### src/logic/codec_irq_pkg.sv
package codec_irq_pkg;

   // ------------------------------------------------------------
   // Register access widths
   // ------------------------------------------------------------
   localparam int ADDR_W = 10;
   localparam int DATA_W = 16;

   // ------------------------------------------------------------
   // Register addresses
   // ------------------------------------------------------------
   localparam logic [9:0] ADDR_STATUS_GPIO = 10'h230;
   localparam logic [9:0] ADDR_STATUS_SOURCES = 10'h231;
   localparam logic [9:0] ADDR_MASK_GPIO = 10'h238;
   localparam logic [9:0] ADDR_MASK_SOURCES = 10'h239;
   localparam logic [9:0] ADDR_IRQ_CONTROL = 10'h240;
   localparam logic [9:0] ADDR_DEBOUNCE = 10'h248;
   localparam logic [9:0] ADDR_MIC_POLARITY = 10'h24A;
   localparam logic [9:0] ADDR_DEBOUNCE_DIV = 10'h24C;

   // ------------------------------------------------------------
   // Field positions, first status register
   // ------------------------------------------------------------
   localparam int BIT_PIN6 = 5;
   localparam int BIT_PIN5 = 4;

   // ------------------------------------------------------------
   // Field positions, second status register
   // ------------------------------------------------------------
   localparam int BIT_MIC_SHORT = 15;
   localparam int BIT_MIC_DETECT = 14;
   localparam int BIT_FIFO_ERROR = 13;
   localparam int BIT_LEVEL_LOCK = 12;
   localparam int BIT_LEVEL_THRESHOLD = 11;
   localparam int BIT_LEVEL_SATURATION = 10;
   localparam int BIT_PEAK_OVERLOAD = 9;
   localparam int BIT_NOISE_GATE = 8;
   localparam int BIT_SEQUENCER_DONE = 7;
   localparam int BIT_RANGE_ACTIVITY = 6;
   localparam int BIT_FREQ_LOOP_LOCK = 5;
   localparam int BIT_SYNTH3_LOCK = 3;
   localparam int BIT_SYNTH2_LOCK = 2;
   localparam int BIT_OVERHEAT = 0;
   localparam int BIT_IRQ_POL = 0;

   // ------------------------------------------------------------
   // Implemented bits and reset values
   // ------------------------------------------------------------
   localparam logic [15:0] GPIO_VALID = 16'h0030;
   localparam logic [15:0] SOURCES_VALID = 16'hFFED;
   localparam logic [15:0] STATUS_RESET = 16'h0000;
   localparam logic [15:0] MASK_GPIO_RESET = 16'h0030;
   localparam logic [15:0] MASK_SOURCES_RESET = 16'h3FED;
   localparam logic [15:0] DEBOUNCE_VALID = 16'h002D;
   localparam logic [15:0] DEBOUNCE_RESET = 16'h002D;
   localparam logic [15:0] MIC_POL_VALID = 16'hC000;
   localparam logic [15:0] MIC_POL_RESET = 16'h0000;
   localparam logic IRQ_POL_RESET = 1'b0;
   localparam int DIV_W = 4;
   localparam logic [3:0] DIV_RESET = 4'h0;

   // ------------------------------------------------------------
   // Carriers
   // ------------------------------------------------------------
   typedef struct packed {
      logic wr;
      logic rd;
      logic [ADDR_W-1:0] addr;
      logic [DATA_W-1:0] wdata;
   } reg_req_s;

   typedef struct packed {
      logic [DATA_W-1:0] gpio;
      logic [DATA_W-1:0] sources;
   } irq_src_s;

endpackage

### src/logic/codec_interrupt_controller.sv
`timescale 1ns/10ps
// Function
// - Many event sources accepted; any subset may be enabled to raise interrupt.
// - Each source has a status bit readable at any time.
// - Interrupt is signalled to the host on a GPIO pin output.
// - Each source individually maskable by a mask register bit.
// - Status keeps capturing while masked; masked bits never drive interrupt.
// - Interrupt equals OR of unmasked status bits.
// - Status bits latch until host writes one to that bit.
// - Interrupt deasserts only after all unmasked status bits clear.
// - Still-active source re-sets its bit after clear; interrupt stays.
// - Synth2, synth3, freq loop lock and overheat sources optionally debounced, enabled per bit.
// - Debounce clock runs from timeout clock whenever any debounce enabled.
// - Debounce clock rate set by programmable divider field.
// - Interrupt output active high after reset; polarity bit inverts it.
// - First status register: pin6 event bit 5, pin5 event bit 4.
// - Second status register bits 15 down to 5 hold listed events.
// - All status bits read zero after reset.
// - Second status: synth3 lock bit 3, synth2 bit 2, overheat bit 0.
// - Mask 1 means masked; mic masks reset 0, others reset 1.
// - Debounce enables for synth2, synth3, freq loop lock and overheat sources reset to one.
module codec_interrupt_controller #(
   parameter int DIV_W = codec_irq_pkg::DIV_W
) (
   input wire logic i_core_clk,
   input wire logic i_resetn,
   input wire logic i_clk_en,
   input wire logic i_timeout_tick,
   input wire codec_irq_pkg::irq_src_s i_src,
   input wire codec_irq_pkg::reg_req_s i_req,
   output logic [15:0] o_rd_data,
   output logic o_rd_valid,
   output logic o_irq_pin
);

   // ------------------------------------------------------------
   // State
   // ------------------------------------------------------------
   logic [15:0] status_gpio_q;
   logic [15:0] status_src_q;
   logic [15:0] mask_gpio_q;
   logic [15:0] mask_src_q;
   logic [15:0] debounce_en_q;
   logic [15:0] mic_pol_q;
   logic irq_pol_q;
   logic [DIV_W-1:0] div_q;
   logic [DIV_W-1:0] div_cnt_q;
   logic db_tick;
   logic db_run;
   logic div_hit;
   logic [15:0] src_cond;
   logic [15:0] src_filt;
   logic [15:0] rd_data_q;
   logic rd_valid_q;
   logic irq_q;
   logic irq_d;
   logic [15:0] rd_mux;

   // ------------------------------------------------------------
   // Write decode
   // ------------------------------------------------------------
   logic wr_status_gpio;
   logic wr_status_src;
   logic wr_mask_gpio;
   logic wr_mask_src;
   logic wr_control;
   logic wr_debounce;
   logic wr_mic_pol;
   logic wr_div;

   // Address compare per register
   assign wr_status_gpio = i_req.wr && (i_req.addr == codec_irq_pkg::ADDR_STATUS_GPIO);
   assign wr_status_src = i_req.wr && (i_req.addr == codec_irq_pkg::ADDR_STATUS_SOURCES);
   assign wr_mask_gpio = i_req.wr && (i_req.addr == codec_irq_pkg::ADDR_MASK_GPIO);
   assign wr_mask_src = i_req.wr && (i_req.addr == codec_irq_pkg::ADDR_MASK_SOURCES);
   assign wr_control = i_req.wr && (i_req.addr == codec_irq_pkg::ADDR_IRQ_CONTROL);
   assign wr_debounce = i_req.wr && (i_req.addr == codec_irq_pkg::ADDR_DEBOUNCE);
   assign wr_mic_pol = i_req.wr && (i_req.addr == codec_irq_pkg::ADDR_MIC_POLARITY);
   assign wr_div = i_req.wr && (i_req.addr == codec_irq_pkg::ADDR_DEBOUNCE_DIV);

   // ------------------------------------------------------------
   // Configuration registers
   // ------------------------------------------------------------

   // Mask registers, 1 = masked
   always_ff @(posedge i_core_clk or negedge i_resetn)
   begin
      if (!i_resetn)
      begin
         mask_gpio_q <= codec_irq_pkg::MASK_GPIO_RESET;
         mask_src_q <= codec_irq_pkg::MASK_SOURCES_RESET;
      end
      else if (i_clk_en)
      begin
         if (wr_mask_gpio)
         begin
            mask_gpio_q <= i_req.wdata & codec_irq_pkg::GPIO_VALID;
         end
         if (wr_mask_src)
         begin
            mask_src_q <= i_req.wdata & codec_irq_pkg::SOURCES_VALID;
         end
      end
   end

   // Debounce enables, one per filtered source
   always_ff @(posedge i_core_clk or negedge i_resetn)
   begin
      if (!i_resetn)
      begin
         debounce_en_q <= codec_irq_pkg::DEBOUNCE_RESET;
      end
      else if (i_clk_en)
      begin
         if (wr_debounce)
         begin
            debounce_en_q <= i_req.wdata & codec_irq_pkg::DEBOUNCE_VALID;
         end
      end
   end

   // Debounce clock divider field
   always_ff @(posedge i_core_clk or negedge i_resetn)
   begin
      if (!i_resetn)
      begin
         div_q <= DIV_W'(codec_irq_pkg::DIV_RESET);
      end
      else if (i_clk_en)
      begin
         if (wr_div)
         begin
            div_q <= i_req.wdata[DIV_W-1:0];
         end
      end
   end

   // Output polarity
   always_ff @(posedge i_core_clk or negedge i_resetn)
   begin
      if (!i_resetn)
      begin
         irq_pol_q <= codec_irq_pkg::IRQ_POL_RESET;
      end
      else if (i_clk_en)
      begin
         if (wr_control)
         begin
            irq_pol_q <= i_req.wdata[codec_irq_pkg::BIT_IRQ_POL];
         end
      end
   end

   // Mic source polarity
   always_ff @(posedge i_core_clk or negedge i_resetn)
   begin
      if (!i_resetn)
      begin
         mic_pol_q <= codec_irq_pkg::MIC_POL_RESET;
      end
      else if (i_clk_en)
      begin
         if (wr_mic_pol)
         begin
            mic_pol_q <= i_req.wdata & codec_irq_pkg::MIC_POL_VALID;
         end
      end
   end

   // ------------------------------------------------------------
   // Debounce clock
   // ------------------------------------------------------------

   // Runs only while some debounce enable is set
   assign db_run = |debounce_en_q;

   // Divider terminal count reached
   assign div_hit = (div_cnt_q >= div_q);

   // Divide the timeout clock ticks by div_q + 1
   always_ff @(posedge i_core_clk or negedge i_resetn)
   begin
      if (!i_resetn)
      begin
         div_cnt_q <= '0;
      end
      else if (i_clk_en)
      begin
         if (!db_run)
         begin
            div_cnt_q <= '0;
         end
         else if (i_timeout_tick)
         begin
            if (div_hit)
            begin
               div_cnt_q <= '0;
            end
            else
            begin
               div_cnt_q <= div_cnt_q + DIV_W'(1);
            end
         end
      end
   end

   assign db_tick = db_run && i_timeout_tick && div_hit;

   // ------------------------------------------------------------
   // Source conditioning
   // ------------------------------------------------------------

   // Mic sources may be taken active low
   assign src_cond = (i_src.sources ^ mic_pol_q) & codec_irq_pkg::SOURCES_VALID;

   // Per-bit debounce: level must hold over two debounce ticks
   for (genvar b = 0; b < 16; b++)
   begin : g_filt
      if (codec_irq_pkg::DEBOUNCE_VALID[b])
      begin : g_db
         logic [1:0] samp_q;
         always_ff @(posedge i_core_clk or negedge i_resetn)
         begin
            if (!i_resetn)
            begin
               samp_q <= 2'h0;
            end
            else if (i_clk_en && !debounce_en_q[b])
            begin
               samp_q <= 2'h0;
            end
            else if (i_clk_en && db_tick)
            begin
               samp_q <= {samp_q[0], src_cond[b]};
            end
         end
         // Debounced only when this source's enable is set
         assign src_filt[b] = debounce_en_q[b] ? (&samp_q) : src_cond[b];
      end
      else
      begin : g_raw
         assign src_filt[b] = src_cond[b];
      end
   end

   // ------------------------------------------------------------
   // Status latches
   // ------------------------------------------------------------

   // Set each active cycle, write one clears, set wins
   always_ff @(posedge i_core_clk or negedge i_resetn)
   begin
      if (!i_resetn)
      begin
         status_gpio_q <= codec_irq_pkg::STATUS_RESET;
      end
      else if (i_clk_en)
      begin
         status_gpio_q <= ((status_gpio_q & ~({16{wr_status_gpio}} & i_req.wdata))
                           | i_src.gpio) & codec_irq_pkg::GPIO_VALID;
      end
   end

   // Second status register, same behaviour
   always_ff @(posedge i_core_clk or negedge i_resetn)
   begin
      if (!i_resetn)
      begin
         status_src_q <= codec_irq_pkg::STATUS_RESET;
      end
      else if (i_clk_en)
      begin
         status_src_q <= ((status_src_q & ~({16{wr_status_src}} & i_req.wdata))
                          | src_filt) & codec_irq_pkg::SOURCES_VALID;
      end
   end

   // ------------------------------------------------------------
   // Interrupt output
   // ------------------------------------------------------------

   // OR of unmasked status bits
   assign irq_d = |(status_gpio_q & ~mask_gpio_q) | |(status_src_q & ~mask_src_q);

   always_ff @(posedge i_core_clk or negedge i_resetn)
   begin
      if (!i_resetn)
      begin
         irq_q <= 1'b0;
      end
      else if (i_clk_en)
      begin
         irq_q <= irq_d;
      end
   end

   // Pin level with polarity applied
   assign o_irq_pin = irq_q ^ irq_pol_q;

   // ------------------------------------------------------------
   // Readback
   // ------------------------------------------------------------

   // Select register by address; unmapped reads zero
   always_comb
   begin
      case (i_req.addr)
         codec_irq_pkg::ADDR_STATUS_GPIO: rd_mux = status_gpio_q;
         codec_irq_pkg::ADDR_STATUS_SOURCES: rd_mux = status_src_q;
         codec_irq_pkg::ADDR_MASK_GPIO: rd_mux = mask_gpio_q;
         codec_irq_pkg::ADDR_MASK_SOURCES: rd_mux = mask_src_q;
         codec_irq_pkg::ADDR_IRQ_CONTROL: rd_mux = {15'h0000, irq_pol_q};
         codec_irq_pkg::ADDR_DEBOUNCE: rd_mux = debounce_en_q;
         codec_irq_pkg::ADDR_MIC_POLARITY: rd_mux = mic_pol_q;
         codec_irq_pkg::ADDR_DEBOUNCE_DIV: rd_mux = {{(16-DIV_W){1'b0}}, div_q};
         default: rd_mux = 16'h0000;
      endcase
   end

   // Registered read data, one cycle after request
   always_ff @(posedge i_core_clk or negedge i_resetn)
   begin
      if (!i_resetn)
      begin
         rd_data_q <= 16'h0000;
         rd_valid_q <= 1'b0;
      end
      else if (i_clk_en)
      begin
         rd_valid_q <= i_req.rd;
         if (i_req.rd)
         begin
            rd_data_q <= rd_mux;
         end
      end
   end

   assign o_rd_data = rd_data_q;
   assign o_rd_valid = rd_valid_q;

endmodule // codec_interrupt_controller

### config.mk
export PLATFORM = sky130hd
export DESIGN_NAME = codec_interrupt_controller
export DESIGN_NICKNAME = d
export VERILOG_FILES = /design/src/logic/codec_irq_pkg.sv /design/src/logic/codec_interrupt_controller.sv
export SDC_FILE = /design/constraint.sdc
export NUM_CORES = 1
export LEC_CHECK = 0
export ABC_AREA = 1
export BUFFER_PORTS_ARGS = -buffer_cell sky130_fd_sc_hd__buf_2
export CORE_ASPECT_RATIO = 0.6
export CORE_MARGIN = 8
export CORE_UTILIZATION = 49
export DETAILED_ROUTE_END_ITERATION = 10
export HOLD_SLACK_MARGIN = 0.05
export PLACE_DENSITY_LB_ADDON = 0.3
export SYNTH_ARGS = -nofsm -noshare
export SYNTH_HDL_FRONTEND = slang
export SYNTH_SLANG_ARGS = --single-unit
### constraint.sdc
create_clock -name i_core_clk -period 1.6 [get_ports i_core_clk]
set_input_delay 0.32 -clock i_core_clk [delete_from_list [all_inputs] [get_ports i_core_clk]]
set_output_delay 0.32 -clock i_core_clk [all_outputs]
set_load 0.02 [all_outputs]
==> impl_summary.log, run 1 <==
INFO  metric flow.area_growth_from_synthesis = 26.06%
INFO  metric drt_drc_violations_left = 0
INFO  metric power.total = 4861 uW
INFO  metric fmax = 0.6422 GHz
INFO  metric crit_path_end_kind = register
INFO  metric detail_route.wl_per_cell = 16.43 um
INFO  metric power.combinational.fraction = under 10%
INFO  metric insertion_delay = 340 ps
INFO  metric post_synth_inst_count = between 400 and 500
INFO  metric initial_antenna_violation_count = 0
INFO  metric synth.largest_area_cell = dfrtp_1
INFO  metric setup.worst_path.class = register to register
INFO  metric synth.top_cells.by_area = dfrtp_1 (36%), dfstp_2 (12%), nand2_1 (12%)
INFO  metric maxCapViolCount = 0
INFO  metric critical-path-slowest-cell = dfrtp_1
INFO  metric rsz0062_at_grt = yes
INFO  metric cts_inserted_buffers = 9
INFO  metric cells_on_worst_reg2reg_path = 8
INFO  metric power_frac_clock = 54.5%
INFO  metric effective_utilization_at_floorplan = 49.89%
INFO  metric ys_seq_elements = 73
INFO  metric detail_route.vias_per_cell = 5.370
INFO  metric timing_hold_violations_final = 0
INFO  metric setup-tns-final = 0 ps
INFO  metric final_period_minus_worst_setup_slack = 1557 ps
INFO  metric worst-endpoint-arrival = 1840 ps
INFO  metric yosysUniqueCellTypes = 34
INFO  metric core.rowCount = 25
INFO  metric io_pins = 82
INFO  metric setup-violations-final = 0
INFO  metric final.setup_skew = approximately 6.8 ps
INFO  metric floorplan.core_area = 7757 sq um
INFO  metric grt.overflow.total = 0
INFO  metric path_common_cell = nand2_1
INFO  metric final_max_slew_viol_count = 0
INFO  metric groute.usage.overall = 20.79%
INFO  metric cp-start-kind = register
INFO  metric yosys.area.top_type_share = 35.56%
INFO  metric ir_drop = 672.0 uV
INFO  metric critPathMaxStageDelay = roughly 400 ps
INFO  metric met2_usage = about 29%
INFO  metric synth.cell_area = 3870 sq um
INFO  metric cts_max_path_buffers = 2
INFO  metric grt_pass1_wl = 17,480 um
INFO  metric crit_required = between 1500 and 2000 ps
INFO  metric p_seq_share = 38.6%
INFO  metric min-delay-start = i_src[10]
INFO  metric regToRegStartpoint = div_q[0]
INFO  metric dp_hpwl = 8248 um
INFO  metric num_antenna_cells = 0
INFO  metric dieHeight = 84.84 um
INFO  metric met3_usage = 6.008%
INFO  metric clock-sinks = 73
INFO  metric min_to = status_src_q[10]
INFO  metric floorplan.die.width = 130.7 um
INFO  metric status = finished clean
INFO  metric wl = 10,970 um
INFO  metric relSlewSlack = 62.88%
INFO  metric tritoncts = built
INFO  metric groute.layer.met1.usage = 30.48%
INFO  metric reg2reg_setup_slack = 40 ps
INFO  metric grt_max_degree = 31
INFO  metric mappedNetlistNets = between 500 and 600
INFO  metric design.final.nets = 624
INFO  metric post_route_worst_setup_slack = roughly 43 ps
INFO  metric synth.yosys.warnings = 0
INFO  metric cell_internal_pwr = 3862 uW
INFO  metric drt.antenna.violating_nets = 0
INFO  metric synth.avg_cell_area = 8.287 sq um
INFO  metric via_count_of_the_first_global_routing_pass = 3,348
INFO  metric htreeDepth = 3
INFO  metric netSwitchingFraction = 20.54%
INFO  metric fin_util = 62.89%
INFO  metric layout.cells.most_common_list = nand2_1 (120), buf_2 (65), dfrtp_1 (55)
INFO  metric critical_path.reg2reg.endpoint = g_filt[2].g_db.samp_q[0]
INFO  metric critical_path.cell_chain = ha_1, o21ai_1, nand2_1, a21oi_4, inv_4, nand2_8, nand3_1, nand2_1
INFO  metric dr.pass1.iters = 6
INFO  metric number_of_filler_cells_placed_in_the_layout = 705
INFO  metric preCtsSetupSlack = -19.48 ps
INFO  metric worst_hold_check_path_type = input pin to register
INFO  metric synth.yosys.seq_area_share = 47.79%
INFO  metric top_usage_layer = met1
INFO  metric via_count = 3,587
INFO  metric worstPathMaxFanout = 9
INFO  metric p_per_area = 996.3 nW/um^2
INFO  metric clk_root_buffer_cell = clkbuf_16
INFO  metric number_of_drc_violations_after_detailed_routing_iteration_0 = 306
INFO  metric clkTransAtPathRegs = about 60 ps
INFO  metric min_delay_path_depth = 3
INFO  metric place.gp.congestion = 0.8987
INFO  metric dieArea = 11,090 sq um
INFO  metric buffer_ports.inserted = 65
INFO  metric final_layout_size_suffix_gt1_share = 30.00%
INFO  metric worst-slew-pin-transition = 556.2 ps
INFO  metric period_utilization = 97.32%
INFO  metric total_leakage_power = around 0.0025 uW
INFO  metric layout_commonest_cell = nand2_1
INFO  metric switching_power = 998.3 uW
[Yosys cell counts, drive strengths merged]
cell type	count
o31ai	2
o21ai	57
dfrtp	55
o21bai	3
ha	5
o22ai	7
nor4	1
inv	63
nand2	132
nand4	16
nor2	26
buf	8
clkbuf	2
a21o	1
nand3	40
xor2	3
o211ai	1
o32ai	3
nor3	14
dfstp	18
a21oi	10
[area by class of cell]
class | instances | area (sq um) | share of cell area, %
multi-input cells | 321 | 1744 | 35.75
clock buffers | 11 | 242.7 | 4.976
well taps | 108 | 135.1 | 2.770
repair buffers | 87 | 518.0 | 10.62
clock inverters | 5 | 150.1 | 3.078
flip-flops and latches | 73 | 1849 | 37.91
inverters | 63 | 239.0 | 4.899
[cell families after synthesis]
logic type      synth area share [%]
compound gates                 13.29
buf+inv                        7.824
flops                          47.79
fa+ha+maj                      1.617
simple gates                   28.81
xor+xnor                      0.6791
[worst max-delay path, delay by kind of cell (launching register included)]
kind | cells | cell delay (ps)
AO/OA/AOI/OAI | 2 | 340
adder cells (fa/ha/maj) | 1 | 310
buffers and inverters | 1 | 100
flip-flops | 1 | 400
AND/OR/NAND/NOR | 4 | 340
[flip-flops by register name, indices dropped and copies added, names as in the netlist]
name / flops
div_q: 4
div_cnt_q: 4
status_src_q: 14
o_rd_data: 16
status_gpio_q: 2
mask_gpio_q: 2
mic_pol_q: 2
mask_src_q: 14
o_rd_valid: 1
irq_pol_q: 1
debounce_en_q: 4
irq_q: 1
g_filt.g_db.samp_q: 8
[power by group through the flow]
stage                     Sequential, uW  Clock [uW]  Combinational, uW
after floorplan                     1910           0                139
after global placement              1910           0                324
after detailed placement            1910           0                330
after CTS                           1880        2690                334
after global routing                1880        2760                373
final                               1880        2650                337
[worst max-delay path by stage]
stage                             from                        to  slack [ps]  cells past startpoint
after floorplan           div_cnt_q[0]  g_filt[0].g_db.samp_q[0]         120                      9
after global placement        div_q[0]  g_filt[2].g_db.samp_q[0]          50                      8
after detailed placement      div_q[0]  g_filt[0].g_db.samp_q[0]         -20                      8
after CTS                     div_q[0]  g_filt[2].g_db.samp_q[0]           4                      8
after global routing          div_q[0]              div_cnt_q[0]         -30                      7
final                         div_q[0]  g_filt[2].g_db.samp_q[0]          40                      8
[per-layer routing]
layer	routed length, um	share of wire (%)	vias up
met1	5193	47	1684
met4	154	1.4	0
met5	0	0	-
li1	-	-	1728
met2	4589	42	160
met3	1035	9.4	15
[through the flow]
| stage | instances | instance area (sq um) | hold slack (ps) |
|---|---|---|---|
| 2_1_floorplan | 467 | 3870 | 24.41 |
| 3_3_place_gp | 649 | 4432 | 298.0 |
| 3_5_place_dp | 649 | 4432 | 296.1 |
| 4_1_cts | 666 | 4840 | 174.9 |
| 5_1_grt | 668 | 4878 | 184.4 |
| 6_report | 668 | 4878 | 183.8 |
[timing repair]
item	4_1_cts	5_1_grt
resized for setup	1	5
endpoints found under the hold margin	14	0
pin swaps	0	2
hold buffers	1	0
setup buffers	0	2
setup endpoints to repair	8	11
No activity file was read; power rests on OpenSTA's default activity.
==> run 2: changes to the inputs <==
--- a/config.mk
+++ b/config.mk
@@ -9,7 +9,8 @@
 export BUFFER_PORTS_ARGS = -buffer_cell sky130_fd_sc_hd__buf_2
 export CORE_ASPECT_RATIO = 0.6
 export CORE_MARGIN = 8
-export CORE_UTILIZATION = 49
+export CORE_UTILIZATION = 51
+export CTS_BUF_LIST = sky130_fd_sc_hd__clkbuf_2
 export DETAILED_ROUTE_END_ITERATION = 10
 export HOLD_SLACK_MARGIN = 0.05
 export PLACE_DENSITY_LB_ADDON = 0.3
==> run 2 against run 1 <==
The run now ends with setup timing left. Via count increased by 2.7%. Clock skew increased by 15 ps. Largest cell class unchanged. Count of clock-buffer cells in the layout decreased by 1. First-iteration DRC count decreased by 15%. Critical path depth decreased by 6. Clock power decreased by 68%. Non-clock buffer count increased by 31. Combinational power increased by 18%. Sequential share of layout area decreased by 0.19 points. Global-route usage increased by 0.98 points. Design area increased by 0.56%.
==> impl_summary.log, run 2 (synthesis gave the netlist of run 1 again) <==
INFO  metric post_route_worst_setup_slack = -41.72 ps (-84.60 ps)
INFO  metric insertion_delay = 540 ps (+200 ps)
INFO  metric flow.area_growth_from_synthesis = 26.77%
INFO  metric groute.usage.overall = 21.76% (+0.98 points)
INFO  metric min_to = status_gpio_q[4]
INFO  metric initial_antenna_violation_count = 0 (unchanged)
INFO  metric design.final.nets = 655 (+5.0%)
INFO  metric via_count_of_the_first_global_routing_pass = 3,659 (+9.3%)
INFO  metric clkTransAtPathRegs = 190 ps (+130 ps)
INFO  metric number_of_flip_flops_under_the_largest_register_name = 16 (unchanged)
INFO  metric number_of_drc_violations_after_detailed_routing_iteration_0 = 259 (-15%)
INFO  metric maxCapViolCount = 0 (unchanged)
INFO  metric core.rowCount = 24 (-4.0%)
INFO  metric htreeDepth = 3 (unchanged)
INFO  metric num_antenna_cells = 0 (unchanged)
INFO  metric timing_hold_violations_final = 0 (unchanged)
INFO  metric clk_root_buffer_cell = clkbuf_2
INFO  metric relSlewSlack = 65.08% (+2.2 points)
INFO  metric worst_hold_check_path_type = input pin to register
INFO  metric crit_required = 1280 ps (-600 ps)
INFO  metric worst-endpoint-arrival = 1320 ps (-520 ps)
INFO  metric via_count = 3,683 (+2.7%)
INFO  metric worstPathMaxFanout = 2 (-7)
INFO  metric detail_route.vias_per_cell = 5.299 (-1.3%)
INFO  metric floorplan.core_area = 7297 sq um (-5.9%)
INFO  metric worst-slew-pin-transition = 523.3 ps (-32.88 ps)
INFO  metric total_leakage_power = 0.002520 uW (+0.24%)
INFO  metric rsz0062_at_grt = yes
INFO  metric effective_utilization_at_floorplan = 53.03% (+3.1 points)
INFO  metric grt.overflow.total = 0 (unchanged)
INFO  metric reg2reg_setup_slack = 100 ps (+60 ps)
INFO  metric clock-sinks = 73 (unchanged)
INFO  metric tritoncts = built
INFO  metric layout.cells.most_common_list = nand2_1 (120), buf_2 (64), inv_1 (54), dfrtp_1 (54), nand3_1 (36)
INFO  metric buffer_ports.inserted = 65 (unchanged)
INFO  metric dp_hpwl = 8213 um (-0.42%)
INFO  metric period_utilization = 102.6% (+5.3 points)
INFO  metric cts_max_path_buffers = 2 (unchanged)
INFO  metric cells_on_worst_reg2reg_path = 9 (+1)
INFO  metric cts_inserted_buffers = 9 (unchanged)
INFO  metric io_pins = 82 (unchanged)
INFO  metric grt_max_degree = 34 (+9.7%)
INFO  metric fmax = 0.6091 GHz (-5.2%)
INFO  metric setup-tns-final = -41.72 ps (-41.72 ps)
INFO  metric min-delay-start = i_clk_en
INFO  metric grt_pass1_wl = 18,450 um (+5.5%)
INFO  metric drt.antenna.violating_nets = 0 (unchanged)
INFO  metric critical_path.reg2reg.endpoint = g_filt[2].g_db.samp_q[1]
INFO  metric crit_path_end_kind = output port
INFO  metric final.setup_skew = 21.66 ps (+14.82 ps)
INFO  metric setup.worst_path.class = register to output port
INFO  metric place.gp.congestion = 0.9193 (+2.3%)
INFO  metric ir_drop = 490.7 uV (-27%)
INFO  metric min_delay_path_depth = 3 (unchanged)
INFO  metric layout_commonest_cell = nand2_1
INFO  metric drt_drc_violations_left = 0 (unchanged)
INFO  metric final_layout_size_suffix_gt1_share = 29.44% (-0.56 points)
INFO  metric detail_route.wl_per_cell = 15.96 um (-2.9%)
INFO  metric crit_start = irq_pol_q
INFO  metric dieArea = 10,720 sq um (-3.3%)
INFO  metric setup-violations-final = 1 (+1)
INFO  metric final_period_minus_worst_setup_slack = 1642 ps (+84.60 ps)
INFO  metric placed_cells_incl_taps = 645 (-0.62%)
INFO  metric p_per_area = 638.3 nW/um^2 (-36%)
INFO  metric dieHeight = 83.48 um (-1.6%)
INFO  metric dr.pass1.iters = 5 (-1)
INFO  metric status = complete, but fails checks
INFO  metric stdcell_count = 695 (+4.0%)
INFO  metric wl = 11,090 um (+1.1%)
INFO  metric floorplan.die.width = 128.5 um (-1.7%)
INFO  metric cp-start-kind = register
INFO  metric regToRegStartpoint = div_cnt_q[0]
INFO  metric violations = setup timing
INFO  metric final_max_slew_viol_count = 0 (unchanged)
## run 2: changes by cell type in the layout (fill, tap and decap cells not counted), sizes merged
cell,change
buf,+1
bufinv,-5
clkbuf,-1
clkinv,+5
clkinvlp,+1
dlygate4sd3,+30
## run 2: repair_timing
action                     CTS  global route
hold endpoints to repair    89             0
resized for setup            4             9
gates cloned                 0             0
pin swaps                    2             1
setup endpoints to repair    9            12
hold buffers                31             0
setup buffers                2             1
## run 2: layout make-up
class	count	area (sq um)
clock buffers	10	50.05
clock inverters	6	35.03
fillers	646	2391
inverters	63	239.0
multi-input cells	321	1769
flip-flops and latches	73	1851
well taps	104	130.1
repair buffers	118	832.0
## run 2: worst max-delay path, cell delays in order (launching register included)
cell     delay [ps]
dfrtp_2         480
xor2_1          150
buf_4           160
## run 2: how the worst max path moves through the flow
stage,to,slack (ps),cells past startpoint
after floorplan,g_filt[0].g_db.samp_q[0],120,9
after global placement,g_filt[5].g_db.samp_q[0],-40,8
after detailed placement,g_filt[2].g_db.samp_q[1],-110,8
after CTS,o_irq_pin,-80,2
after global routing,o_irq_pin,-130,2
final,o_irq_pin,-40,2
## run 2: metal layers
layer	vias up	global-route usage (%)	part of all wire (%)
met3	15	7.526	9.1
met4	0	6.116	1.1
met5	-	0	0
met2	128	30.24	42
li1	1790	-	-
met1	1750	30.97	48
## run 2: per-stage QoR
stage	hold slack, ps	cell area, sq um	total power (uW)	utilization, %	setup slack, ps
after floorplan	24.41	3870	2051	-	117.5
after global placement	262.8	4427	2225	60.67	-38.89
after detailed placement	270.5	4427	2233	60.67	-105.7
after CTS	69.09	4853	3150	66.51	-78.47
after global routing	53.29	4906	3276	67.23	-131.0
final	108.9	4906	3132	67.23	-41.72
## run 2: power breakdown
part           leakage (uW)  internal [uW]  switching (uW)  total (uW)
clock             0.0000591            200             660         860
sequential         0.000856           1870            8.98        1880
combinational       0.00160            160             236         396
==> run 3: changes to the inputs <==
--- a/config.mk
+++ b/config.mk
@@ -5,7 +5,6 @@
 export SDC_FILE = /design/constraint.sdc
 export NUM_CORES = 1
 export LEC_CHECK = 0
-export ABC_AREA = 1
 export BUFFER_PORTS_ARGS = -buffer_cell sky130_fd_sc_hd__buf_2
 export CORE_ASPECT_RATIO = 0.6
 export CORE_MARGIN = 8
==> run 3 against run 2 <==
The run still ends with setup timing left. Flip-flop and latch count did not move. Worst setup slack lost 43 ps. Sequential share of layout area shrank 0.12 points. Global-route usage is 1.1 points lower. First-iteration DRC count fell by 17%. Core utilization increased by 2.2 points. Clock skew increased by 2.0 ps. Non-clock buffer count grew 22. Critical path depth did not move.
==> impl_summary.log, run 3 <==
INFO  metric status = complete, but fails checks
INFO  metric violations = setup timing
INFO  metric timing_hold_violations_final = 0 (unchanged)
INFO  metric number_of_filler_cells_placed_in_the_layout = 543 (-16%)
INFO  metric top_usage_layer = met2
INFO  metric maxCapViolCount = 0 (unchanged)
INFO  metric fmax = 0.5934 GHz (-2.6%)
INFO  metric synth.cell_area = 3641 sq um (-5.9%)
INFO  metric synthSimpleGateAreaFrac = 14.71% (-14 points)
INFO  metric dieArea = 10,190 sq um (-5.0%)
INFO  metric post_synth_inst_count = 335 (-28%)
INFO  metric setup-tns-final = -621.5 ps (-579.8 ps)
INFO  metric grt_max_degree = 28 (-18%)
INFO  metric detail_route.vias_per_cell = 5.452 (+2.9%)
INFO  metric post_route_worst_setup_slack = -85.07 ps (-43.35 ps)
INFO  metric final_layout_size_suffix_gt1_share = 37.45% (+8.0 points)
INFO  metric drt.antenna.violating_nets = 0 (unchanged)
INFO  metric place.gp.congestion = 0.8963 (-2.5%)
INFO  metric clkTransAtPathRegs = 200 ps (about the same)
INFO  metric final.setup_skew = 23.65 ps (+1.987 ps)
INFO  metric number_of_drc_violations_after_detailed_routing_iteration_0 = 214 (-17%)
INFO  metric synth.yosys.warnings = 0 (unchanged)
INFO  metric synth-main-ff-cell = dfrtp_1
INFO  metric synth.yosys.seq_area_share = 50.79% (+3.0 points)
INFO  metric synth.area.mux_share = 14.64% (+15 points)
INFO  metric via_count_of_the_first_global_routing_pass = 3,187 (-13%)
INFO  metric compound_gate_fraction_of_synth_area = 13.13% (-0.16 points)
INFO  metric detail_route.wl_per_cell = 17.69 um (+11%)
INFO  metric worst-slew-pin-transition = 447.4 ps (-75.90 ps)
INFO  metric power.total = 3217 uW (+2.7%)
INFO  metric final_max_slew_viol_count = 0 (unchanged)
INFO  metric stdcell_count = 569 (-18%)
INFO  metric relSlewSlack = 70.17% (+5.1 points)
INFO  metric ys_seq_elements = 73 (unchanged)
INFO  metric effective_utilization_at_floorplan = 51.38% (-1.7 points)
INFO  metric wl = 10,060 um (-9.2%)
INFO  metric synth.avg_cell_area = 10.87 sq um (+31%)
INFO  metric final_period_minus_worst_setup_slack = 1685 ps (+43.35 ps)
INFO  metric cts_max_path_buffers = 2 (unchanged)
INFO  metric post_synth_edffs = 0 (unchanged)
INFO  metric insertion_delay = 540 ps (about the same)
INFO  metric worstPathMaxFanout = 2 (unchanged)
INFO  metric postSynth.asyncResetShare = 100.0% (unchanged)
INFO  metric crit_required = 1280 ps (about the same)
INFO  metric p_per_area = 654.1 nW/um^2 (+2.5%)
INFO  metric period_utilization = 105.3% (+2.7 points)
INFO  metric number_of_flip_flops_under_the_largest_register_name = 16 (unchanged)
INFO  metric worst_hold_check_path_type = input pin to register
INFO  metric crit_path_end_kind = output port
INFO  metric setup-violations-final = 11 (+10)
INFO  metric rsz0062_at_grt = yes
INFO  metric layout.cells.most_common_list = buf_2 (64), dfrtp_1 (55), nand2_1 (44)
INFO  metric io_pins = 82 (unchanged)
INFO  metric groute.usage.overall = 20.70% (-1.1 points)
INFO  metric ir_drop = 583.9 uV (+19%)
INFO  metric grt.overflow.total = 0 (unchanged)
INFO  metric dp_hpwl = 7165 um (-13%)
INFO  metric final-seq-area = 1849 sq um (about the same)
INFO  metric total_leakage_power = 0.002398 uW (-4.9%)
INFO  metric setup.worst_path.class = register to output port
INFO  metric yosysMostFrequentCell = dfrtp_1
INFO  metric placed_cells_incl_taps = 520 (-19%)
INFO  metric dieHeight = 81.45 um (-2.4%)
INFO  metric htreeDepth = 3 (unchanged)
INFO  metric via_count = 3,102 (-16%)
INFO  metric cts_inserted_buffers = 9 (unchanged)
INFO  metric met2_usage = 32.61% (+2.4 points)
INFO  metric worst-endpoint-arrival = 1370 ps (+50 ps)
INFO  metric floorplan.core_area = 7087 sq um (-2.9%)
INFO  metric drt_drc_violations_left = 0 (unchanged)
INFO  metric multiInputGateArea = 1707 sq um (-3.5%)
INFO  metric clk_root_buffer_cell = clkbuf_2
INFO  metric cp-start-kind = register
INFO  metric synth_top_family_by_area = simple AND/OR/NAND/NOR gates
INFO  metric clock-sinks = 73 (unchanged)
INFO  metric tritoncts = built
INFO  metric synth.largest_area_cell = dfrtp_1
INFO  metric floorplan.die.width = 125.1 um (-2.6%)
INFO  metric core.rowCount = 24 (unchanged)
INFO  metric flow.area_growth_from_synthesis = 35.09%
INFO  metric grt_pass1_wl = 16,420 um (-11%)
INFO  metric yosysUniqueCellTypes = 53 (+56%)
INFO  metric mappedNetlistNets = 404 (-25%)
INFO  metric buffer_ports.inserted = 65 (unchanged)
INFO  metric post_synth_xor_area_fraction = 0.7216% (+0.043 points)
INFO  metric initial_antenna_violation_count = 0 (unchanged)
INFO  metric yosys-top-cells-count = dfrtp_1 (55), nand2_1 (44), inv_1 (26)
INFO  metric met3_usage = 7.129% (-0.40 points)
INFO  metric synth_adder_area_share = 1.718% (+0.10 points)
INFO  metric layout_commonest_cell = buf_2
INFO  metric synth.top_cells.by_area = dfrtp_1 (38%), dfstp_2 (13%), mux2i_1 (6.6%)
INFO  metric dr.pass1.iters = 5 (unchanged)
INFO  metric num_antenna_cells = 0 (unchanged)
INFO  metric yosys.area.top_type_share = 37.80% (+2.2 points)
INFO  metric groute.layer.met1.usage = 27.01% (-4.0 points)
INFO  metric design.final.nets = 543 (-17%)
-- run 3: cell types whose count changed after synthesis, moves of 10 or more --
cell	previous run	this run
a22o_1	0	17
o21ai_2	14	0
nand3_1	37	8
inv_1	54	26
mux2_2	0	17
nand4_1	16	2
nor3_1	14	4
o21ai_1	27	9
mux2i_1	0	24
nand2_1	120	44
-- run 3: routing by layer --
metal / vias up / part of all wire, %
met5: - / 0
met4: 0 / 1.2
met3: 15 / 7.6
met2: 103 / 44
met1: 1516 / 47
li1: 1468 / -
-- run 3: what timing repair did --
action | 4_1_cts | 5_1_grt
setup endpoints to repair | 10 | 14
buffers inserted | 1 | 2
gates resized for setup | 5 | 11
endpoints found under the hold margin | 67 | 3
hold buffers | 28 | 3
pin swaps | 3 | 3
-- run 3: path summary, 6_finish.rpt --
path | start | endpoint | cells after the start | slack, ps
worst max-delay path | irq_pol_q | o_irq_pin | 2 | -90
worst min-delay path | i_src[15] | status_src_q[15] | 3 | 140
worst max register to register | debounce_en_q[2] | g_filt[2].g_db.samp_q[1] | 6 | -90
worst min register to register | o_rd_data[9] | o_rd_data[9] | 2 | 520
max in group asynchronous | i_resetn | mask_src_q[6] | 3 | 760
min in group asynchronous | i_resetn | div_cnt_q[2] | 2 | 230
-- run 3: cell families (layout without fill, tap and decap cells) --
logic type	after synthesis	after routing
and+or+nand+nor	100	100
DFF	73	73
AOI/OAI and AO/OA	67	67
muxes	49	49
buffers and inverters	38	181
adders and majority gates	5	5
xor gates and xnor gates	3	3
-- run 3: power breakdown --
group | internal (uW) | switching (uW) | leakage (uW)
Clock | 345 | 645 | 0.0000632
Combinational | 174 | 185 | 0.00147
Sequential | 1860 | 6.44 | 0.000864
-- run 3: per-stage QoR --
step                      area (sq um)  setup slack (ps)  hold slack [ps]  utilization (%)
final                             4918            -85.07            141.0            69.40
after global routing              4918            -184.6            88.97            69.40
after CTS                         4833            -90.68            52.85            68.20
after detailed placement          4415            -218.2            280.9            62.31
after global placement            4415            -167.3            282.6            62.31
after floorplan                   3652            -16.43            24.41                -
-- run 3: final cells by class --
type | instances | share of cell area [%]
clock buffer | 9 | 0.9158
clock inverter | 6 | 1.196
inverter | 26 | 1.984
multi-input combinational | 224 | 34.70
sequential | 73 | 37.60
tap | 91 | 2.315
timing repair buffer | 140 | 21.29
-- run 3: critical path, cell delays in order (launching register included) --
cell and delay [ps]:
dfrtp_1 450, xor2_1 190, buf_4 180
